<file path="src/shared/adc_seq_pkg.sv">
/*
  Shared constants and types for the converter sequencer: register
  offsets, field positions, reset values, trigger codes and carriers.
  Assumes a plain register port with byte addresses of 8 bits.
*/
package adc_seq_pkg;

  // ==========================================================
  // Register offsets
  localparam logic [7:0] OFS_CONTROL_ONE = 8'h00;
  localparam logic [7:0] OFS_CONTROL_TWO = 8'h04;
  localparam logic [7:0] OFS_CONTROL_THREE = 8'h08;
  localparam logic [7:0] OFS_CHANNEL_SELECT = 8'h0c;
  localparam logic [7:0] OFS_SCAN_INPUT = 8'h10;
  localparam logic [7:0] OFS_RESULT_BASE = 8'h40;

  // ==========================================================
  // Field positions
  localparam int TRIG_SRC_HI = 7;
  localparam int TRIG_SRC_LO = 5;
  localparam int EDGE_RISE_BIT = 4;
  localparam int AUTO_SAMPLE_BIT = 2;
  localparam int SAMPLE_HOLD_BIT = 1;
  localparam int CONV_DONE_BIT = 0;
  localparam int REF_SEL_HI = 15;
  localparam int REF_SEL_LO = 13;
  localparam int SCAN_EN_BIT = 10;
  localparam int HALF_STATUS_BIT = 7;
  localparam int PER_IRQ_HI = 5;
  localparam int PER_IRQ_LO = 2;
  localparam int DUAL_BUF_BIT = 1;
  localparam int ALT_MUX_BIT = 0;
  localparam int AUTO_TIME_HI = 12;
  localparam int AUTO_TIME_LO = 8;
  localparam int A_POS_HI = 19;
  localparam int A_POS_LO = 16;
  localparam int A_NEG_BIT = 23;
  localparam int B_POS_HI = 27;
  localparam int B_POS_LO = 24;
  localparam int B_NEG_BIT = 31;

  // ==========================================================
  // Sizes, codes and counts
  localparam int SLOT_COUNT = 16;
  localparam logic [3:0] HALF_LAST_IDX = 4'h7;
  localparam logic [4:0] AUTO_TIME_MIN = 5'h01;
  localparam logic [2:0] TRIG_MANUAL = 3'h0;
  localparam logic [2:0] TRIG_PIN = 3'h1;
  localparam logic [2:0] TRIG_TIMER = 3'h2;
  localparam logic [2:0] TRIG_AUX = 3'h3;
  localparam logic [2:0] TRIG_AUTO = 3'h7;

  // ==========================================================
  // Carriers
  typedef struct packed {
    logic [7:0] addr;
    logic [31:0] wdata;
    logic wr;
    logic rd;
  } bus_req_t;

  typedef struct packed {
    logic [3:0] pos;
    logic neg;
  } mux_sel_t;

  typedef struct packed {
    logic [2:0] trigger_source_select;
    logic edge_rise;
    logic auto_sample_enable;
    logic [2:0] reference_select;
    logic scan_enable;
    logic [3:0] samples_per_interrupt;
    logic dual_buffer_mode;
    logic alternate_mux_enable;
    logic [4:0] auto_sample_time;
    mux_sel_t mux_a;
    mux_sel_t mux_b;
    logic [15:0] scan_input_select;
  } ctrl_t;

  localparam ctrl_t CTRL_RESET = '0;

endpackage

</file>
<file path="src/verilog/scan_picker.sv">
/*
  Finds the lowest selected input at or above a start index.
  Assumes a 16-bit selection mask; purely combinational.
*/
`timescale 1ns/1ps
`default_nettype none

module scan_picker (
  input wire logic [15:0] mask,
  input wire logic [3:0] start,
  output logic [3:0] pick,
  output logic found
);

  // ==========================================================
  // Downward loop so the lowest qualifying input wins
  always_comb begin
    pick = 4'h0;
    found = 1'b0;
    for (int i = 15; i >= 0; i--) begin
      if (mask[i] && (4'(i) >= start)) begin
        pick = 4'(i);
        found = 1'b1;
      end
    end
  end

endmodule

`default_nettype wire

</file>
<file path="src/verilog/adc_trigger_scan_sequencer.sv">
/*
  Trigger selection, sampling control, input scan and result buffer
  fill for a 10-bit successive-approximation converter.
  Assumes the analog core, timer and auxiliary trigger share clk; the
  external trigger pin is asynchronous and is synchronised here.
*/
`timescale 1ns/1ps
`default_nettype none
// Functional notes
// - Trigger source comes from control_one bits 7:5.
// - Code 000 converts when software clears the sample bit.
// - Code 010 converts on the timer period-match trigger.
// - Code 001 converts on the chosen edge of the trigger pin.
// - Code 111 converts after the auto sample time, continuously when auto sampling is on.
// - With auto sampling, each event trigger ends sampling.
// - Manual sampling starts only when software sets the bit.
// - Auto sampling restarts acquisition after each conversion.
// - Reference select in control_two bits 15:13 picks refs.
// - Scan mode takes MUX A positive from the scan mask.
// - Scan ascends and restarts at lowest input per interrupt.
// - Scanning ignores mux_a_positive_select; else it is used.
// - Extra selected scan inputs beyond the count go unsampled.
// - MUX A negative stays from its own field while scanning.
// - Scan with alternate mode interleaves the MUX B input.
// - Conversions per interrupt equal samples field plus one, at most eight in dual buffer mode.
// - Results fill consecutive slots from zero or eight.
// - A sequence never exceeds sixteen conversions.
// - Dual buffer mode fills two eight-slot halves in turn.
// - Alternate mode swaps MUX A and B, starting with A.
// - Auto mode waits auto_sample_time clocks, one when it is zero, before converting.

module adc_trigger_scan_sequencer
  import adc_seq_pkg::*;
(
  input wire logic clk,
  input wire logic rst_b,
  input wire bus_req_t bus_req,
  output logic [31:0] rd_data,
  input wire logic external_trigger_pin,
  input wire logic trigger_timer,
  input wire logic aux_trigger,
  input wire logic conv_done,
  input wire logic [9:0] conv_result,
  output logic sample_en,
  output logic conv_start,
  output mux_sel_t mux_sel,
  output logic [2:0] reference_select,
  output logic sequence_done
);

  typedef enum {ST_IDLE, ST_SAMPLE, ST_CONVERT} state_t;

  state_t state_r, state_nxt;
  ctrl_t ctrl_r, ctrl_nxt;
  mux_sel_t sel_r, sel_nxt, cur_sel;
  logic sample_hold_r, sample_hold_nxt;
  logic done_r, done_nxt;
  logic [4:0] cnt_r, cnt_nxt;
  logic [3:0] idx_r, idx_nxt;
  logic [3:0] scan_idx_r, scan_idx_nxt;
  logic half_r, half_nxt;
  logic alt_b_r, alt_b_nxt;
  logic conv_start_r, conv_start_nxt;
  logic seq_done_r, seq_done_nxt;
  logic [31:0] rd_data_r, rd_nxt;
  logic [9:0] result_mem [0:SLOT_COUNT-1];
  logic buf_we;
  logic [3:0] buf_addr;
  logic hw_clear, hw_set, done_set;
  logic pin_s1_r, pin_s2_r, pin_prev_r;
  logic pin_edge, trig_hit, last;
  logic [4:0] auto_sample_time_eff;
  logic [3:0] limit, scan_pick, pick0, pick_first;
  logic found0, found_first, wr_one;

  // ==========================================================
  // Trigger pin synchroniser
  always_ff @(posedge clk or negedge rst_b) begin
    if (!rst_b) begin
      pin_s1_r <= 1'b0;
      pin_s2_r <= 1'b0;
      pin_prev_r <= 1'b0;
    end else begin
      pin_s1_r <= external_trigger_pin;
      pin_s2_r <= pin_s1_r;
      pin_prev_r <= pin_s2_r;
    end
  end

  assign pin_edge = (pin_s2_r != pin_prev_r) &&
                    (pin_s2_r == ctrl_r.edge_rise);

  // ==========================================================
  // Scan pointer lookup
  scan_picker u_pick_next (
    .mask(ctrl_r.scan_input_select),
    .start(scan_idx_r),
    .pick(pick0),
    .found(found0)
  );

  scan_picker u_pick_first (
    .mask(ctrl_r.scan_input_select),
    .start(4'h0),
    .pick(pick_first),
    .found(found_first)
  );

  // wrap to the lowest selected input
  assign scan_pick = found0 ? pick0 : pick_first;

  // fixed field when scan is off
  // MUX B stays a single input
  always_comb begin
    cur_sel = ctrl_r.mux_a;
    if (alt_b_r) begin
      cur_sel = ctrl_r.mux_b;
    end else if (ctrl_r.scan_enable) begin
      cur_sel.pos = scan_pick;
    end
  end

  // ==========================================================
  // Trigger selection
  assign auto_sample_time_eff = (ctrl_r.auto_sample_time == 5'h00) ?
                    AUTO_TIME_MIN : ctrl_r.auto_sample_time;

  always_comb begin
    unique case (ctrl_r.trigger_source_select)
      TRIG_MANUAL: trig_hit = !sample_hold_r;
      TRIG_PIN: trig_hit = pin_edge;
      TRIG_TIMER: trig_hit = trigger_timer;
      TRIG_AUX: trig_hit = aux_trigger;
      TRIG_AUTO: trig_hit = (cnt_r + 5'h01) >= auto_sample_time_eff;
      default: trig_hit = 1'b0;
    endcase
  end

  // ==========================================================
  // Buffer sequencing
  // count is field plus one, at most eight in dual buffer mode
  // four bits cap the list at sixteen
  assign limit = (ctrl_r.dual_buffer_mode &&
                  ctrl_r.samples_per_interrupt > HALF_LAST_IDX) ?
                 HALF_LAST_IDX : ctrl_r.samples_per_interrupt;
  assign last = (idx_r == limit);
  assign wr_one = bus_req.wr && (bus_req.addr == OFS_CONTROL_ONE);

  always_comb begin
    state_nxt = state_r;
    cnt_nxt = cnt_r;
    idx_nxt = idx_r;
    scan_idx_nxt = scan_idx_r;
    half_nxt = half_r;
    alt_b_nxt = alt_b_r;
    conv_start_nxt = 1'b0;
    seq_done_nxt = 1'b0;
    buf_we = 1'b0;
    hw_clear = 1'b0;
    hw_set = 1'b0;
    done_set = 1'b0;
    sel_nxt = cur_sel;
    buf_addr = (ctrl_r.dual_buffer_mode && half_r) ?
               {1'b1, idx_r[2:0]} : idx_r;
    unique case (state_r)
      ST_IDLE: begin
        cnt_nxt = 5'h00;
        // only a set bit starts acquisition
        if (sample_hold_r) begin
          state_nxt = ST_SAMPLE;
        end
      end
      ST_SAMPLE: begin
        cnt_nxt = cnt_r + 5'h01;
        // auto mode ends sampling on count
        if (trig_hit) begin
          state_nxt = ST_CONVERT;
          conv_start_nxt = 1'b1;
          hw_clear = 1'b1;
        end else if (!sample_hold_r) begin
          state_nxt = ST_IDLE;
        end
      end
      ST_CONVERT: begin
        if (conv_done) begin
          buf_we = 1'b1;
          done_set = 1'b1;
          state_nxt = ST_IDLE;
          hw_set = ctrl_r.auto_sample_enable;
          if (last) begin
            idx_nxt = 4'h0;
            scan_idx_nxt = 4'h0;
            alt_b_nxt = 1'b0;
            seq_done_nxt = 1'b1;
            half_nxt = ctrl_r.dual_buffer_mode && !half_r;
          end else begin
            idx_nxt = idx_r + 4'h1;
            alt_b_nxt = ctrl_r.alternate_mux_enable && !alt_b_r;
            if (!alt_b_r) begin
              scan_idx_nxt = scan_pick + 4'h1;
            end
          end
        end
      end
    endcase
  end

  // ==========================================================
  // Software writes; hardware set wins over software clear
  always_comb begin
    ctrl_nxt = ctrl_r;
    sample_hold_nxt = sample_hold_r;
    done_nxt = done_r;
    if (hw_clear) begin
      sample_hold_nxt = 1'b0;
    end
    if (wr_one) begin
      ctrl_nxt.trigger_source_select =
        bus_req.wdata[TRIG_SRC_HI:TRIG_SRC_LO];
      ctrl_nxt.edge_rise = bus_req.wdata[EDGE_RISE_BIT];
      ctrl_nxt.auto_sample_enable = bus_req.wdata[AUTO_SAMPLE_BIT];
      sample_hold_nxt = bus_req.wdata[SAMPLE_HOLD_BIT];
      done_nxt = bus_req.wdata[CONV_DONE_BIT];
    end
    if (hw_set) begin
      sample_hold_nxt = 1'b1;
    end
    if (done_set) begin
      done_nxt = 1'b1;
    end
    if (bus_req.wr) begin
      case (bus_req.addr)
        OFS_CONTROL_TWO: begin
          ctrl_nxt.reference_select =
            bus_req.wdata[REF_SEL_HI:REF_SEL_LO];
          ctrl_nxt.scan_enable = bus_req.wdata[SCAN_EN_BIT];
          ctrl_nxt.samples_per_interrupt =
            bus_req.wdata[PER_IRQ_HI:PER_IRQ_LO];
          ctrl_nxt.dual_buffer_mode = bus_req.wdata[DUAL_BUF_BIT];
          ctrl_nxt.alternate_mux_enable = bus_req.wdata[ALT_MUX_BIT];
        end
        OFS_CONTROL_THREE: begin
          ctrl_nxt.auto_sample_time =
            bus_req.wdata[AUTO_TIME_HI:AUTO_TIME_LO];
        end
        OFS_CHANNEL_SELECT: begin
          ctrl_nxt.mux_a.pos = bus_req.wdata[A_POS_HI:A_POS_LO];
          ctrl_nxt.mux_a.neg = bus_req.wdata[A_NEG_BIT];
          ctrl_nxt.mux_b.pos = bus_req.wdata[B_POS_HI:B_POS_LO];
          ctrl_nxt.mux_b.neg = bus_req.wdata[B_NEG_BIT];
        end
        OFS_SCAN_INPUT: begin
          ctrl_nxt.scan_input_select = bus_req.wdata[15:0];
        end
        default: begin
        end
      endcase
    end
  end

  always_ff @(posedge clk or negedge rst_b) begin
    if (!rst_b) begin
      state_r <= ST_IDLE;
      ctrl_r <= CTRL_RESET;
      sel_r <= '0;
      sample_hold_r <= 1'b0;
      done_r <= 1'b0;
      cnt_r <= 5'h00;
      idx_r <= 4'h0;
      scan_idx_r <= 4'h0;
      half_r <= 1'b0;
      alt_b_r <= 1'b0;
      conv_start_r <= 1'b0;
      seq_done_r <= 1'b0;
    end else begin
      state_r <= state_nxt;
      ctrl_r <= ctrl_nxt;
      sel_r <= sel_nxt;
      sample_hold_r <= sample_hold_nxt;
      done_r <= done_nxt;
      cnt_r <= cnt_nxt;
      idx_r <= idx_nxt;
      scan_idx_r <= scan_idx_nxt;
      half_r <= half_nxt;
      alt_b_r <= alt_b_nxt;
      conv_start_r <= conv_start_nxt;
      seq_done_r <= seq_done_nxt;
    end
  end

  // Results stay until overwritten, so software must drain them
  // before the next sequence reaches the same slot
  // overwrite on each sequence
  always_ff @(posedge clk) begin
    if (buf_we) begin
      result_mem[buf_addr] <= conv_result;
    end
  end

  // ==========================================================
  // Register reads, answer one cycle later
  always_comb begin
    rd_nxt = 32'h0000_0000;
    if (bus_req.rd) begin
      case (bus_req.addr)
        OFS_CONTROL_ONE: begin
          rd_nxt[TRIG_SRC_HI:TRIG_SRC_LO] =
            ctrl_r.trigger_source_select;
          rd_nxt[EDGE_RISE_BIT] = ctrl_r.edge_rise;
          rd_nxt[AUTO_SAMPLE_BIT] = ctrl_r.auto_sample_enable;
          rd_nxt[SAMPLE_HOLD_BIT] = sample_hold_r;
          rd_nxt[CONV_DONE_BIT] = done_r;
        end
        OFS_CONTROL_TWO: begin
          rd_nxt[REF_SEL_HI:REF_SEL_LO] = ctrl_r.reference_select;
          rd_nxt[SCAN_EN_BIT] = ctrl_r.scan_enable;
          rd_nxt[HALF_STATUS_BIT] = half_r;
          rd_nxt[PER_IRQ_HI:PER_IRQ_LO] =
            ctrl_r.samples_per_interrupt;
          rd_nxt[DUAL_BUF_BIT] = ctrl_r.dual_buffer_mode;
          rd_nxt[ALT_MUX_BIT] = ctrl_r.alternate_mux_enable;
        end
        OFS_CONTROL_THREE: begin
          rd_nxt[AUTO_TIME_HI:AUTO_TIME_LO] = ctrl_r.auto_sample_time;
        end
        OFS_CHANNEL_SELECT: begin
          rd_nxt[A_POS_HI:A_POS_LO] = ctrl_r.mux_a.pos;
          rd_nxt[A_NEG_BIT] = ctrl_r.mux_a.neg;
          rd_nxt[B_POS_HI:B_POS_LO] = ctrl_r.mux_b.pos;
          rd_nxt[B_NEG_BIT] = ctrl_r.mux_b.neg;
        end
        OFS_SCAN_INPUT: begin
          rd_nxt[15:0] = ctrl_r.scan_input_select;
        end
        default: begin
          if (bus_req.addr[7:6] == OFS_RESULT_BASE[7:6] &&
              bus_req.addr[1:0] == 2'h0) begin
            rd_nxt[9:0] = result_mem[bus_req.addr[5:2]];
          end
        end
      endcase
    end
  end

  always_ff @(posedge clk or negedge rst_b) begin
    if (!rst_b) begin
      rd_data_r <= 32'h0000_0000;
    end else begin
      rd_data_r <= rd_nxt;
    end
  end

  assign rd_data = rd_data_r;
  assign sample_en = sample_hold_r;
  assign conv_start = conv_start_r;
  assign mux_sel = sel_r;
  assign reference_select = ctrl_r.reference_select;
  assign sequence_done = seq_done_r;

  // ==========================================================
  // Checks
  a_manual_start:
  assert property (@(posedge clk) disable iff (!rst_b)
    state_r == ST_SAMPLE && !sample_hold_r &&
    ctrl_r.trigger_source_select == TRIG_MANUAL |=> conv_start)
    else $error("manual clear did not start conversion");

  a_timer_start:
  assert property (@(posedge clk) disable iff (!rst_b)
    state_r == ST_SAMPLE && trigger_timer &&
    ctrl_r.trigger_source_select == TRIG_TIMER
    |=> conv_start ##1 state_r == ST_CONVERT)
    else $error("timer trigger missed");

  a_pin_start:
  assert property (@(posedge clk) disable iff (!rst_b)
    state_r == ST_SAMPLE && pin_edge &&
    ctrl_r.trigger_source_select == TRIG_PIN |=> conv_start)
    else $error("pin edge did not start conversion");

  a_auto_time:
  assert property (@(posedge clk) disable iff (!rst_b)
    conv_start && ctrl_r.trigger_source_select == TRIG_AUTO &&
    $stable(ctrl_r.auto_sample_time)
    |-> $past(cnt_r) + 5'h01 == auto_sample_time_eff)
    else $error("auto sample time wrong");

  a_manual_hold:
  assert property (@(posedge clk) disable iff (!rst_b)
    state_r == ST_IDLE && !sample_hold_r |=> state_r == ST_IDLE)
    else $error("acquisition started without the bit");

  a_auto_restart:
  assert property (@(posedge clk) disable iff (!rst_b)
    state_r == ST_CONVERT && conv_done &&
    ctrl_r.auto_sample_enable |=> sample_hold_r ##1
    state_r == ST_SAMPLE)
    else $error("auto sampling did not restart");

  a_scan_pos:
  assert property (@(posedge clk) disable iff (!rst_b)
    ctrl_r.scan_enable && !alt_b_r && found0
    |=> mux_sel.pos == $past(pick0))
    else $error("scan input not selected");

  a_neg_kept:
  assert property (@(posedge clk) disable iff (!rst_b)
    !alt_b_r |=> mux_sel.neg == $past(ctrl_r.mux_a.neg))
    else $error("negative input changed by scan");

  a_slot_wrap:
  assert property (@(posedge clk) disable iff (!rst_b)
    state_r == ST_CONVERT && conv_done && last
    |=> sequence_done && idx_r == 4'h0 && !alt_b_r)
    else $error("sequence did not restart");

endmodule

`default_nettype wire

</file>
<file path="config.mk">
export PLATFORM = sky130hd
export DESIGN_NAME = adc_trigger_scan_sequencer
export DESIGN_NICKNAME = d
export VERILOG_FILES = /design/src/shared/adc_seq_pkg.sv /design/src/verilog/scan_picker.sv /design/src/verilog/adc_trigger_scan_sequencer.sv
export SDC_FILE = /design/constraint.sdc
export NUM_CORES = 1
export LEC_CHECK = 0
export ABC_AREA = 1
export BUFFER_PORTS_ARGS = -buffer_cell sky130_fd_sc_hd__buf_2
export CAP_MARGIN = 20
export CORE_AREA = 2 2 153 155
export DETAILED_ROUTE_END_ITERATION = 8
export DIE_AREA = 0 0 155 157
export PLACE_DENSITY = 0.68
export SLEW_MARGIN = 20
export SYNTH_ARGS = -nofsm -noshare
export SYNTH_HDL_FRONTEND = slang
export SYNTH_SLANG_ARGS = --single-unit
</file>
<file path="constraint.sdc">
create_clock -name clk -period 4.7 [get_ports clk]
set_clock_uncertainty 0.1 [all_clocks]
set_input_delay 0 -clock clk [delete_from_list [all_inputs] [get_ports clk]]
set_output_delay 0 -clock clk [all_outputs]
set_load 0.05 [all_outputs]
</file>
==> flow_summary.html, run 1 <==
<table>
<tr><th>Metric</th><th>Value</th></tr>
<tr><th colspan="2">Clocking</th></tr>
<tr><td>Resized Gates After CTS</td><td>0</td></tr>
<tr><td>Buffer depth of the longest clock path</td><td>3</td></tr>
<tr><td>Clock buffers created by TritonCTS</td><td>27</td></tr>
<tr><td>Clk root buf</td><td>clkbuf_16</td></tr>
<tr><td>CTS tree</td><td>done</td></tr>
<tr><td>CTS H-tree lvls</td><td>1</td></tr>
<tr><td>Insertion delay to the later sink of the worst-skew pair</td><td>530 ps</td></tr>
<tr><td>Number of post-CTS setup repair buffers</td><td>0</td></tr>
<tr><td>Clock-pin slew reported for the worst setup and hold paths after clock tree synthesis</td><td>60 ps</td></tr>
<tr><td>Clock sink total</td><td>261</td></tr>
<tr><th colspan="2">Outcome</th></tr>
<tr><td>Outcome</td><td>complete, but fails checks</td></tr>
<tr><td>Failing checks</td><td>negative hold slack</td></tr>
<tr><th colspan="2">Global routing</th></tr>
<tr><td>Peak-usage layer in the global routing report</td><td>met2</td></tr>
<tr><td>Antenna violations before repair</td><td>0</td></tr>
<tr><td>Largest net degree at the start of global routing</td><td>63</td></tr>
<tr><td>GRT Residual Overflow</td><td>0</td></tr>
<tr><td>Overall routing resource usage</td><td>22.7%</td></tr>
<tr><td>Via count of the first global-routing pass</td><td>7600</td></tr>
<tr><td>Met1 routing resource usage after global routing</td><td>around 34%</td></tr>
<tr><td>Global routing usage on met3</td><td>approximately 2.9%</td></tr>
<tr><td>Met2 track utilization from global routing</td><td>a little over a third</td></tr>
<tr><td>First-pass GRT wire length</td><td>42.5 mm</td></tr>
<tr><th colspan="2">Critical path</th></tr>
<tr><td>Depth of the worst register-to-register path</td><td>6</td></tr>
<tr><td>Worst setup path start</td><td>bus_req[41]</td></tr>
<tr><td>Critical path required time</td><td>5010 ps</td></tr>
<tr><td>Top fanout value on the critical path</td><td>11</td></tr>
<tr><td>Worst flop-to-flop path startpoint</td><td>state_r[0]$_DFFE_PN0P_</td></tr>
<tr><td>R2R Path End</td><td>result_mem[3][0]$_DFFE_PP_</td></tr>
<tr><td>Critical Path Start Type</td><td>input pin</td></tr>
<tr><td>Endpoint kind of the worst setup timing path</td><td>register</td></tr>
<tr><td>Critical path class</td><td>input pin to register</td></tr>
<tr><td>Critical path arrival</td><td>about 3400 ps</td></tr>
<tr><td>R2r setup slk</td><td>1930 ps</td></tr>
<tr><th colspan="2">Place</th></tr>
<tr><td>Number of port buffers</td><td>~90</td></tr>
<tr><td>Detail Placement HPWL</td><td>17.6 mm</td></tr>
<tr><td>Final estimated routing congestion in global placement</td><td>0.978</td></tr>
<tr><td>Placement Cell Area</td><td>11800 um^2</td></tr>
<tr><th colspan="2">Routing</th></tr>
<tr><td>Count of unresolved DRC violations after routing</td><td>0</td></tr>
<tr><td>Detailed-routing iteration count for the pre-antenna-repair pass</td><td>5</td></tr>
<tr><td>Wire length per cell after detailed routing</td><td>18.8 um</td></tr>
<tr><td>Average via count per standard cell</td><td>roughly 5.5</td></tr>
<tr><td>Detail Route Antenna Nets</td><td>0</td></tr>
<tr><td>1st-iter DRT viols</td><td>692</td></tr>
<tr><td>Total routed wirelength</td><td>27.3 mm</td></tr>
<tr><td>Vias post-DR</td><td>approximately 8000</td></tr>
<tr><th colspan="2">STA</th></tr>
<tr><td>Relative slew slack</td><td>24.8%</td></tr>
<tr><td>Share of the cycle needed by the critical path after routing</td><td>66.2%</td></tr>
<tr><td>Achievable Freq</td><td>approximately 0.32 GHz</td></tr>
<tr><td>RSZ-0062 raised after global routing</td><td>false</td></tr>
<tr><td>Final Setup Violations</td><td>0</td></tr>
<tr><td>Slew at the pin closest to its max-slew limit</td><td>1120 ps</td></tr>
<tr><td>Final worst hold slack</td><td>-0.0175 ps</td></tr>
<tr><td>Post-route minimum period</td><td>3110 ps</td></tr>
<tr><td>Max-slew violation count</td><td>0</td></tr>
<tr><td>Setup TNS</td><td>0 ps</td></tr>
<tr><td>Hold Violations, Final</td><td>1</td></tr>
<tr><th colspan="2">Yosys</th></tr>
<tr><td>Mean post-synth cell area</td><td>11.0 um^2</td></tr>
<tr><td>Top cell type's share of synthesized area</td><td>43.3%</td></tr>
<tr><td>Main synth FF type</td><td>edfxtp_1</td></tr>
<tr><td>Post-Syn Instances</td><td>around 1000</td></tr>
<tr><td>Count of synthesis-stage warnings from yosys</td><td>0</td></tr>
<tr><td>Synthesis-stage register bit count</td><td>261</td></tr>
<tr><td>Post-synth EDFFs</td><td>160</td></tr>
<tr><td>Share of synthesized registers carrying an async set or reset</td><td>38.7%</td></tr>
<tr><td>Share of synthesized area occupied by flip-flops and latches</td><td>approximately two thirds</td></tr>
<tr><td>Distinct cell type count of the synthesized netlist</td><td>49</td></tr>
<tr><td>Netlist area before placement</td><td>11100 um^2</td></tr>
<tr><td>Main area contributors after synthesis</td><td>edfxtp_1 (43%), dfrtp_1 (23%), nand2_1 (6.6%)</td></tr>
<tr><td>Cell type with the largest total area after synthesis</td><td>edfxtp_1</td></tr>
<tr><th colspan="2">Floorplanning</th></tr>
<tr><td>Die X</td><td>between 150 and 200 um</td></tr>
<tr><td>Initial cell density of the core</td><td>49.3%</td></tr>
<tr><td># IOs</td><td>101</td></tr>
<tr><td>Floorplan die height</td><td>around 160 um</td></tr>
<tr><td>Placement row count</td><td>55</td></tr>
<tr><td>Placeable Area</td><td>22500 um^2</td></tr>
<tr><td>Overall die area</td><td>24300 um^2</td></tr>
<tr><th colspan="2">Final layout</th></tr>
<tr><td>Layout Utilization</td><td>58.4%</td></tr>
<tr><td>Share of layout cells above drive strength 1</td><td>14.6%</td></tr>
<tr><td>Design Area, Final</td><td>13100 um^2</td></tr>
<tr><td>Antenna cell count</td><td>0</td></tr>
<tr><td>Synth-to-Final Area Change</td><td>18.3%</td></tr>
<tr><td>NumNets Final</td><td>1216</td></tr>
<tr><th colspan="2">Power and ir drop</th></tr>
<tr><td>Switching part of the total power</td><td>28.8%</td></tr>
<tr><td>Relative contribution of combinational cells to total power</td><td>roughly 18%</td></tr>
<tr><td>Clock power frac</td><td>35.6%</td></tr>
<tr><td>Sequential share of power</td><td>46.8%</td></tr>
<tr><td>Internal power of the cells</td><td>just over 4000 uW</td></tr>
<tr><td>Worst supply voltage drop on vdd</td><td>just over 0.0003 V</td></tr>
<tr><td>Leak Pwr</td><td>0.00551 uW</td></tr>
<tr><td>Switching power total</td><td>1660 uW</td></tr>
<tr><td>Areal power density over the cells</td><td>439 nW/um^2</td></tr>
<tr><th colspan="2">Min path</th></tr>
<tr><td>Tightest Hold Check Type</td><td>input pin to asynchronous set/reset pin</td></tr>
<tr><th colspan="2">Job</th></tr>
<tr><td>Number of max-cap violations</td><td>0</td></tr>
</table>
-- kinds of logic (layout without fill, tap and decap cells) --
family          count (synthesis)  in the layout  synth area share [%]
fa+ha+maj                      14             14                  1.58
compound gates                212            212                  12.3
simple gates                  361            361                  13.9
other cells                     1              6                0.0338
buf+inv                       151            303                  5.45
xor+xnor                        8              8                 0.631
flops                         261            261                  66.0
-- routing by layer --
layer,share of wire (%),wire length [um]
met1,46,12500
met2,46,12600
met3,5.7,1550
met4,2.3,617
met5,0,0
-- power by group through the flow --
stage	clock, uW	combinational (uW)	sequential [uW]
floorplan	0	607	2800
global placement	0	945	2730
detailed placement	0	973	2740
CTS	2080	1010	2690
global route	2170	1130	2710
finish	2050	1010	2700
-- repair_timing --
| item | in CTS | in global routing |
|---|---|---|
| hold buffers | 50 | 0 |
| endpoints found under the setup margin | 0 | 0 |
| endpoints found under the hold margin | 303 | 0 |
-- worst max path at each step --
stage | endpoint | depth (start not counted)
after global routing | rd_data[3]$_DFF_PN0_ | 14
after CTS | rd_data[3]$_DFF_PN0_ | 14
after global placement | result_mem[9][5]$_DFFE_PP_ | 6
final | rd_data[3]$_DFF_PN0_ | 14
after detailed placement | result_mem[8][3]$_DFFE_PP_ | 6
after floorplan | state_r[0]$_DFFE_PN0P_ | 12
-- cell usage after synthesis (all sizes together) (2+ instances only) --
cell type and n:
or2 2, dfrtp 101, nand2 202, o41ai 2, a21oi 38, nor4 2
and2 2, xnor2 2, ha 14, xor2 6, a22oi 68, nand4 12
a221oi 3, o211ai 10, o2bb2ai 2, nand3 48, nor2 76, clkbuf 32
buf 11, nor3 15, o21ai 64, a211oi 7, edfxtp 160, o22ai 10
inv 108, a22o 3
-- cell type report --
type	instances	area [um^2]
Multi-Input combinational cell	601	3190
Clock buffer	37	764
Clock inverter	13	91.3
Sequential cell	261	7330
Fill cell	1844	9370
Inverter	108	405
Tap cell	285	357
Timing Repair Buffer	145	996
-- flip-flops by register name, summed over array words and instances (netlist names) --
name              count
scan_idx_r            4
conv_start            1
reference_select      3
ctrl_r               43
idx_r                 4
pin_s2_r              1
mux_sel               5
sample_en             1
rd_data              26
cnt_r                 5
pin_s1_r              1
done_r                1
alt_b_r               1
sequence_done         1
half_r                1
pin_prev_r            1
state_r               2
result_mem          160
-- cell usage in the layout (no fill, tap or decap), types with 10 or more instances in the layout --
cell type      instances
nand2_1              196
edfxtp_1             160
dfrtp_1              101
inv_1                 96
buf_2                 87
nor2_1                68
a22oi_1               68
dlygate4sd3_1         50
nand3_1               48
o21ai_0               48
a21oi_1               37
clkbuf_16             28
o21ai_1               15
nor3_1                14
ha_1                  14
nand4_1               11
inv_2                 11
o22ai_1               10
-- worst max-delay path: stages --
cell and delay, ps:
dlygate4sd3_1 530, buf_2 120, nor2_1 210, dlygate4sd3_1 640, nand2_1 100, nor2_1 170
inv_2 80, nor2_2 330, nor3_1 110, nand2_2 200, inv_2 150, o21ai_1 140
a21oi_1 50, dlygate4sd3_1 580
-- stage by stage --
| step | cells | worst slack (ps) | hold WS [ps] | power (uW) |
|---|---|---|---|---|
| 2_1_floorplan | 1013 | 2320 | -396 | 3410 |
| 3_3_place_gp | 1350 | 2040 | 12.5 | 3680 |
| 3_5_place_dp | 1350 | 1920 | 10.1 | 3710 |
| 4_1_cts | 1450 | 1650 | 0.699 | 5780 |
| 5_1_grt | 1450 | 1400 | 39.3 | 6020 |
| 6_report | 1450 | 1590 | -0.0175 | 5760 |
Power figures use the tool's default switching activity.
==> inputs of run 2 (changes only) <==
==> constraint.sdc (replaced) <==
create_clock -name clk -period 3.1 [get_ports clk]
set_clock_uncertainty 0.1 [all_clocks]
set_input_delay 0 -clock clk [delete_from_list [all_inputs] [get_ports clk]]
set_output_delay 0 -clock clk [all_outputs]
set_load 0.05 [all_outputs]
==> run 2 against run 1 <==
  * Cell area up 2.1%
  * First-iteration DRC count up 7.5%
  * Setup slack worse by 1400 ps
  * Largest power group unchanged
  * Hold slack better by 3.4 ps
  * Sequential cell count unchanged
  * Combinational power up 52%
  * Via count down 0.45%
  * Core utilization up 1.2 points
  * The flow now finishes without violations
  * Sequential power up 51%
  * Cell count up 1.8%
  * Count of clock-buffer cells in the layout up 4
  * Highest routed layer unchanged
==> flow_summary.html, run 2 (same netlist as run 1, synthesis figures left out) <==
<table>
<tr><th>Metric</th><th>Value</th></tr>
<tr><th colspan="2">Outcome</th></tr>
<tr><td>Outcome</td><td>complete, no violations</td></tr>
<tr><th colspan="2">Floorplanning</th></tr>
<tr><td>Initial cell density of the core</td><td>49.3%</td></tr>
<tr><td>Overall die area</td><td>~24000 um^2</td></tr>
<tr><td>Floorplan die height</td><td>157 um</td></tr>
<tr><td>Placement row count</td><td>55</td></tr>
<tr><td># IOs</td><td>101</td></tr>
<tr><td>Placeable Area</td><td>between 20000 and 25000 um^2</td></tr>
<tr><td>Die X</td><td>155 um</td></tr>
<tr><th colspan="2">Critical path</th></tr>
<tr><td>Endpoint kind of the worst setup timing path</td><td>register</td></tr>
<tr><td>Crit-path cells</td><td>dlygate4sd3_1 &gt; buf_2 &gt; nor2_1 &gt; dlygate4sd3_1 &gt; inv_1 &gt; nor2_1 &gt; nand3_4 &gt; inv_4 &gt; nor3_1 &gt; nand2_2 &gt; inv_2 &gt; o21ai_1 &gt; a21oi_1 &gt; dlygate4sd3_1</td></tr>
<tr><td>Worst path top cell family by delay</td><td>buffers and inverters</td></tr>
<tr><td>Critical path class</td><td>input pin to register</td></tr>
<tr><td>Depth of the worst register-to-register path</td><td>13</td></tr>
<tr><td>Library cell appearing most often on the critical path</td><td>dlygate4sd3_1</td></tr>
<tr><td>Worst flop-to-flop path startpoint</td><td>cnt_r[0]$_DFFE_PN0P_</td></tr>
<tr><td>Top fanout value on the critical path</td><td>11</td></tr>
<tr><td>Critical path's largest stage delay</td><td>roughly 610 ps</td></tr>
<tr><td>Logic depth of the worst setup path including buffers</td><td>14</td></tr>
<tr><td>R2R Path End</td><td>state_r[1]$_DFFE_PN0P_</td></tr>
<tr><td>Bufs and invs on worst path</td><td>7</td></tr>
<tr><td>Critical path arrival</td><td>3230 ps</td></tr>
<tr><td>Critical path required time</td><td>~3400 ps</td></tr>
<tr><td>Slowest cell on crit path</td><td>dlygate4sd3_1</td></tr>
<tr><td>R2r setup slk</td><td>about 440 ps</td></tr>
<tr><td>Critical Path Start Type</td><td>input pin</td></tr>
<tr><th colspan="2">STA</th></tr>
<tr><td>Final Setup Violations</td><td>0</td></tr>
<tr><td>RSZ-0062 raised after global routing</td><td>false</td></tr>
<tr><td>Max-slew violation count</td><td>0</td></tr>
<tr><td>Slew at the pin closest to its max-slew limit</td><td>around 870 ps</td></tr>
<tr><td>Hold Violations, Final</td><td>0</td></tr>
<tr><td>Relative slew slack</td><td>41.8%</td></tr>
<tr><td>Achievable Freq</td><td>approximately 0.34 GHz</td></tr>
<tr><td>Setup TNS</td><td>0 ps</td></tr>
<tr><td>Share of the cycle needed by the critical path after routing</td><td>94.0%</td></tr>
<tr><td>Post-route minimum period</td><td>2920 ps</td></tr>
<tr><th colspan="2">Clocking</th></tr>
<tr><td>Clock buffers created by TritonCTS</td><td>28</td></tr>
<tr><td>Clock-pin slew reported for the worst setup and hold paths after clock tree synthesis</td><td>70 ps</td></tr>
<tr><td>Clk root buf</td><td>clkbuf_16</td></tr>
<tr><td>Clock sink total</td><td>261</td></tr>
<tr><td>CTS H-tree lvls</td><td>1</td></tr>
<tr><td>CTS tree</td><td>done</td></tr>
<tr><td>Insertion delay to the later sink of the worst-skew pair</td><td>530 ps</td></tr>
<tr><td>Buffer depth of the longest clock path</td><td>3</td></tr>
<tr><th colspan="2">Final layout</th></tr>
<tr><td>Storage element area</td><td>7330 um^2</td></tr>
<tr><td>Final std cells w/o fill</td><td>roughly 1500</td></tr>
<tr><td>Layout Utilization</td><td>59.6%</td></tr>
<tr><td>Synth-to-Final Area Change</td><td>20.8%</td></tr>
<tr><td>Design Area, Final</td><td>between 10000 and 15000 um^2</td></tr>
<tr><td>Footprint of the multi-input gates</td><td>3220 um^2</td></tr>
<tr><td>Share of layout cells above drive strength 1</td><td>16.5%</td></tr>
<tr><td>NumNets Final</td><td>1241</td></tr>
<tr><td>Number of flip-flops under the largest register name</td><td>160</td></tr>
<tr><td>Most common cell after layout, fill and taps aside</td><td>nand2_1</td></tr>
<tr><td>Register ranked first by flip-flop count</td><td>result_mem</td></tr>
<tr><td>Most frequent cells in the layout</td><td>nand2_1 (196), edfxtp_1 (160), dfrtp_1 (101)</td></tr>
<tr><td>Antenna cell count</td><td>0</td></tr>
<tr><td>Layout fillers</td><td>1828</td></tr>
<tr><th colspan="2">Global routing</th></tr>
<tr><td>GRT Residual Overflow</td><td>0</td></tr>
<tr><td>First-pass GRT wire length</td><td>roughly 42 mm</td></tr>
<tr><td>Largest net degree at the start of global routing</td><td>64</td></tr>
<tr><td>Overall routing resource usage</td><td>22.3%</td></tr>
<tr><td>Antenna violations before repair</td><td>0</td></tr>
<tr><td>Via count of the first global-routing pass</td><td>7578</td></tr>
<tr><th colspan="2">Routing</th></tr>
<tr><td>Detailed-routing iteration count for the pre-antenna-repair pass</td><td>5</td></tr>
<tr><td>1st-iter DRT viols</td><td>744</td></tr>
<tr><td>Vias post-DR</td><td>7914</td></tr>
<tr><td>Total routed wirelength</td><td>27.1 mm</td></tr>
<tr><td>Detail Route Antenna Nets</td><td>0</td></tr>
<tr><td>Wire length per cell after detailed routing</td><td>18.4 um</td></tr>
<tr><td>Average via count per standard cell</td><td>approximately 5.4</td></tr>
<tr><td>Count of unresolved DRC violations after routing</td><td>0</td></tr>
<tr><th colspan="2">Power and ir drop</th></tr>
<tr><td>Worst supply voltage drop on vdd</td><td>0.000431 V</td></tr>
<tr><td>Leak Pwr</td><td>0.00567 uW</td></tr>
<tr><td>Areal power density over the cells</td><td>659 nW/um^2</td></tr>
<tr><th colspan="2">Place</th></tr>
<tr><td>Number of placed cells counting well taps</td><td>~1400</td></tr>
<tr><td>Detail Placement HPWL</td><td>18.2 mm</td></tr>
<tr><td>Placement Cell Area</td><td>11900 um^2</td></tr>
<tr><td>Final estimated routing congestion in global placement</td><td>~0.90</td></tr>
<tr><td>Number of port buffers</td><td>88</td></tr>
<tr><th colspan="2">Job</th></tr>
<tr><td>Number of max-cap violations</td><td>0</td></tr>
<tr><th colspan="2">Min path</th></tr>
<tr><td>Tightest Hold Check Type</td><td>input pin to asynchronous set/reset pin</td></tr>
</table>
==> run 2: cell count changes in the layout (fill, tap and decap cells not counted), moves of 2 or more <==
cell / delta
buf_4: +22
clkbuf_8: +2
clkinv_1: -2
nor2_4: +2
==> run 2: repair_timing <==
action | in CTS | in global routing
endpoints found under the hold margin | 305 | 0
setup buffers | 0 | 3
endpoints found under the setup margin | 0 | 7
gates resized for setup | 0 | 7
hold buffers | 51 | 0
==> run 2: metal layers <==
| layer | wire (um) | share of wire (%) | track usage [%] | up-vias |
|---|---|---|---|---|
| met5 | 0 | 0 | 0 | - |
| met1 | 12300 | 45 | 32.9 | 3813 |
| met3 | 1570 | 5.8 | 2.70 | 35 |
| li1 | - | - | - | 3829 |
| met4 | 492 | 1.8 | 5.86 | 0 |
| met2 | 12700 | 47 | 35.5 | 237 |
==> run 2: worst max path at each step <==
| stage | from | endpoint | slack [ps] |
|---|---|---|---|
| after floorplan | cnt_r[0]$_DFFE_PN0P_ | state_r[0]$_DFFE_PN0P_ | 720 |
| after global placement | cnt_r[0]$_DFFE_PN0P_ | state_r[0]$_DFFE_PN0P_ | 560 |
| after detailed placement | cnt_r[0]$_DFFE_PN0P_ | state_r[1]$_DFFE_PN0P_ | 450 |
| after CTS | bus_req[34] | rd_data[3]$_DFF_PN0_ | 60 |
| after global routing | bus_req[34] | rd_data[3]$_DFF_PN0_ | 3 |
| final | bus_req[34] | rd_data[3]$_DFF_PN0_ | 180 |
==> run 2: final cells by class <==
type / count / area share (%)
inverters: 108 / 3.04
well taps: 285 / 2.66
multi-input cells: 601 / 24.0
repair buffers: 169 / 8.88
clock buffers: 41 / 6.12
flip-flops and latches: 261 / 54.7
clock inverters: 11 / 0.616
==> run 2: through the flow <==
| stage | setup slack, ps | power, uW | hold slack, ps |
|---|---|---|---|
| final | 184 | 8840 | 3.37 |
| after global routing | 2.96 | 9250 | 40.9 |
| after CTS | 59.8 | 8900 | 26.2 |
| after detailed placement | 454 | 5630 | 21.5 |
| after global placement | 558 | 5590 | 24.9 |
| after floorplan | 721 | 5170 | -396 |
==> run 2: power by group <==
| group | total [uW] | switching [uW] | internal [uW] | leakage, uW |
|---|---|---|---|---|
| clock | 3210 | 1300 | 1910 | 0.000444 |
| sequential | 4090 | 176 | 3910 | 0.00273 |
| combinational | 1540 | 1020 | 514 | 0.00250 |
| total | 8840 | 2500 | 6340 | 0.00567 |
==> inputs of run 3 (changes only) <==
--- a/config.mk
+++ b/config.mk
@@ -8,11 +8,12 @@
 export ABC_AREA = 1
 export BUFFER_PORTS_ARGS = -buffer_cell sky130_fd_sc_hd__buf_2
 export CAP_MARGIN = 20
-export CORE_AREA = 2 2 153 155
+export CORE_AREA = 2 2 156 158
 export DETAILED_ROUTE_END_ITERATION = 8
-export DIE_AREA = 0 0 155 157
+export DIE_AREA = 0 0 158 160
 export PLACE_DENSITY = 0.68
 export SLEW_MARGIN = 20
 export SYNTH_ARGS = -nofsm -noshare
 export SYNTH_HDL_FRONTEND = slang
+export SYNTH_HIERARCHICAL = 1
 export SYNTH_SLANG_ARGS = --single-unit
==> run 3 against run 2 <==
  * Critical path depth fell by 5
  * Die area rose by 3.9%
  * Non-clock buffer count rose by 2
  * Register-to-register slack got worse by 20 ps
  * Via count rose by 12%
  * Total power fell by 3.0%
  * Sequential power barely moved
  * Setup slack improved by 190 ps
  * Area after synthesis rose by 4.6%
  * Critical endpoint is now rd_data[6]$_DFF_PN0_
==> flow_summary.html, run 3 <==
<table>
<tr><th>Metric</th><th>Value</th></tr>
<tr><th colspan="2">Global routing</th></tr>
<tr><td>Overall routing resource usage</td><td>23.0%</td></tr>
<tr><td>Largest net degree at the start of global routing</td><td>55</td></tr>
<tr><td>First-pass GRT wire length</td><td>44.6 mm</td></tr>
<tr><td>Antenna violations before repair</td><td>0</td></tr>
<tr><td>GRT Residual Overflow</td><td>0</td></tr>
<tr><td>Via count of the first global-routing pass</td><td>approximately 8500</td></tr>
<tr><th colspan="2">Yosys</th></tr>
<tr><td>Count of synthesis-stage warnings from yosys</td><td>6</td></tr>
<tr><td>Mean post-synth cell area</td><td>9.55 um^2</td></tr>
<tr><td>Netlist area before placement</td><td>11600 um^2</td></tr>
<tr><td>Post-Syn Instances</td><td>~1200</td></tr>
<tr><th colspan="2">STA</th></tr>
<tr><td>Final Setup Violations</td><td>0</td></tr>
<tr><td>Post-route minimum period</td><td>2720 ps</td></tr>
<tr><td>Fin worst setup slack</td><td>375 ps</td></tr>
<tr><td>Slew at the pin closest to its max-slew limit</td><td>888 ps</td></tr>
<tr><td>RSZ-0062 raised after global routing</td><td>false</td></tr>
<tr><td>Hold Violations, Final</td><td>0</td></tr>
<tr><td>Share of the cycle needed by the critical path after routing</td><td>87.9%</td></tr>
<tr><td>Setup TNS</td><td>0 ps</td></tr>
<tr><td>Achievable Freq</td><td>0.367 GHz</td></tr>
<tr><td>Relative slew slack</td><td>roughly two fifths</td></tr>
<tr><td>Max-slew violation count</td><td>0</td></tr>
<tr><td>Final worst hold slack</td><td>34.9 ps</td></tr>
<tr><th colspan="2">Routing</th></tr>
<tr><td>Average via count per standard cell</td><td>5.08</td></tr>
<tr><td>Total routed wirelength</td><td>28.7 mm</td></tr>
<tr><td>Vias post-DR</td><td>8865</td></tr>
<tr><td>Detailed-routing iteration count for the pre-antenna-repair pass</td><td>5</td></tr>
<tr><td>1st-iter DRT viols</td><td>~700</td></tr>
<tr><td>Count of unresolved DRC violations after routing</td><td>0</td></tr>
<tr><td>Wire length per cell after detailed routing</td><td>16.5 um</td></tr>
<tr><td>Detail Route Antenna Nets</td><td>0</td></tr>
<tr><th colspan="2">Floorplanning</th></tr>
<tr><td>Placement row count</td><td>57</td></tr>
<tr><td>Overall die area</td><td>about 25000 um^2</td></tr>
<tr><td>Initial cell density of the core</td><td>48.7%</td></tr>
<tr><td># IOs</td><td>a little over 100</td></tr>
<tr><td>Die X</td><td>roughly 160 um</td></tr>
<tr><td>Placeable Area</td><td>23800 um^2</td></tr>
<tr><td>Floorplan die height</td><td>160 um</td></tr>
<tr><th colspan="2">Power and ir drop</th></tr>
<tr><td>Switching part of the total power</td><td>27.5%</td></tr>
<tr><td>Areal power density over the cells</td><td>about 600 nW/um^2</td></tr>
<tr><td>Leak Pwr</td><td>about 0.0063 uW</td></tr>
<tr><td>Sequential share of power</td><td>47.5%</td></tr>
<tr><td>Internal power of the cells</td><td>6220 uW</td></tr>
<tr><td>Switching power total</td><td>2350 uW</td></tr>
<tr><td>Worst supply voltage drop on vdd</td><td>slightly below 0.0004 V</td></tr>
<tr><td>Clock power frac</td><td>36.8%</td></tr>
<tr><td>Relative contribution of combinational cells to total power</td><td>between 10% and 20%</td></tr>
<tr><th colspan="2">Clocking</th></tr>
<tr><td>Clock buffers created by TritonCTS</td><td>28</td></tr>
<tr><td>Clock-pin slew reported for the worst setup and hold paths after clock tree synthesis</td><td>~60 ps</td></tr>
<tr><td>Clock sink total</td><td>261</td></tr>
<tr><td>CTS tree</td><td>done</td></tr>
<tr><td>Clk root buf</td><td>clkbuf_16</td></tr>
<tr><td>Buffer depth of the longest clock path</td><td>3</td></tr>
<tr><td>Resized Gates After CTS</td><td>0</td></tr>
<tr><td>CTS H-tree lvls</td><td>1</td></tr>
<tr><td>Insertion delay to the later sink of the worst-skew pair</td><td>530 ps</td></tr>
<tr><th colspan="2">Critical path</th></tr>
<tr><td>Critical path class</td><td>input pin to register</td></tr>
<tr><td>Worst setup path start</td><td>bus_req[34]</td></tr>
<tr><td>Worst flop-to-flop path startpoint</td><td>cnt_r[0]$_DFFE_PN0P_</td></tr>
<tr><td>Top fanout value on the critical path</td><td>10</td></tr>
<tr><td>Endpoint kind of the worst setup timing path</td><td>register</td></tr>
<tr><td>Critical Path Start Type</td><td>input pin</td></tr>
<tr><td>Critical path required time</td><td>about 3500 ps</td></tr>
<tr><td>Critical path arrival</td><td>a little over 3000 ps</td></tr>
<tr><th colspan="2">Place</th></tr>
<tr><td>Pre-CTS WS</td><td>between 700 and 800 ps</td></tr>
<tr><td>Detail Placement HPWL</td><td>18.6 mm</td></tr>
<tr><td>Number of port buffers</td><td>88</td></tr>
<tr><td>Final estimated routing congestion in global placement</td><td>0.855</td></tr>
<tr><th colspan="2">Final layout</th></tr>
<tr><td>Layout Utilization</td><td>58.8%</td></tr>
<tr><td>NumNets Final</td><td>approximately 1500</td></tr>
<tr><td>Most common cell after layout, fill and taps aside</td><td>nand2_1</td></tr>
<tr><td>Antenna cell count</td><td>0</td></tr>
<tr><td>Synth-to-Final Area Change</td><td>20.6%</td></tr>
<tr><td>Number of flip-flops under the largest register name</td><td>160</td></tr>
<tr><td>Share of layout cells above drive strength 1</td><td>12.9%</td></tr>
<tr><td>Most frequent cells in the layout</td><td>nand2_1 (403), edfxtp_1 (160), inv_1 (118)</td></tr>
<tr><td>Layout fillers</td><td>2021</td></tr>
<tr><td>Register ranked first by flip-flop count</td><td>result_mem</td></tr>
<tr><th colspan="2">Job</th></tr>
<tr><td>Number of max-cap violations</td><td>0</td></tr>
<tr><th colspan="2">Min path</th></tr>
<tr><td>Tightest Hold Check Type</td><td>input pin to register</td></tr>
<tr><td>Min-delay src</td><td>external_trigger_pin</td></tr>
<tr><th colspan="2">Outcome</th></tr>
<tr><td>Outcome</td><td>complete, no violations</td></tr>
</table>
==> run 3: worst paths after layout <==
path,to,slack [ps],cells after the start
worst max-delay path,rd_data[6]$_DFF_PN0_,380,9
worst min-delay path,pin_s1_r$_DFF_PN0_,30,2
worst max register to register,state_r[1]$_DFFE_PN0P_,420,16
worst min register to register,pin_s2_r$_DFF_PN0_,250,0
max in group asynchronous,rd_data[16]$_DFF_PN0_,2120,4
min in group asynchronous,cnt_r[4]$_DFFE_PN0P_,470,4
==> run 3: critical path, cell delays in order <==
cell and delay, ps:
dlygate4sd3_1 530, buf_2 120, nor2_1 230, dlygate4sd3_1 660, inv_2 50, nor3_1 680
nand2_1 120, a21oi_1 150, dlygate4sd3_1 550
==> run 3: timing repair <==
action	CTS	global route
endpoints found under the hold margin	306	0
setup buffers	0	0
hold buffers	54	0
==> run 3: per-layer routing <==
metal / share of wire [%] / track usage (%)
met5: 0 / 0
met1: 45 / 32.8
met2: 46 / 36.7
met4: 2.4 / 7.00
met3: 6.6 / 3.53
==> run 3: stage by stage <==
stage / cells / total power, uW / instance area (um^2)
CTS: 1745 / 8630 / 14000
floorplan: 1242 / 5010 / 11700
global placement: 1641 / 5370 / 12600
detailed placement: 1641 / 5410 / 12600
finish: 1745 / 8570 / 14000
global route: 1745 / 8990 / 14000
==> run 3: layout make-up <==
cell class	instances	area (um^2)	share of cell area (%)
clock buffers	36	752	5.37
repair buffers	171	1230	8.79
multi-input cells	809	3670	26.2
flip-flops and latches	261	7330	52.4
inverters	130	488	3.49
well taps	324	405	2.90
clock inverters	14	120	0.858
==> run 3: power groups by stage <==
| stage | combinational (uW) | sequential, uW | clock, uW |
|---|---|---|---|
| after global routing | 1530 | 4090 | 3370 |
| after global placement | 1240 | 4130 | 0 |
| after floorplan | 827 | 4180 | 0 |
| after CTS | 1350 | 4070 | 3220 |
| final | 1350 | 4070 | 3150 |
| after detailed placement | 1280 | 4130 | 0 |
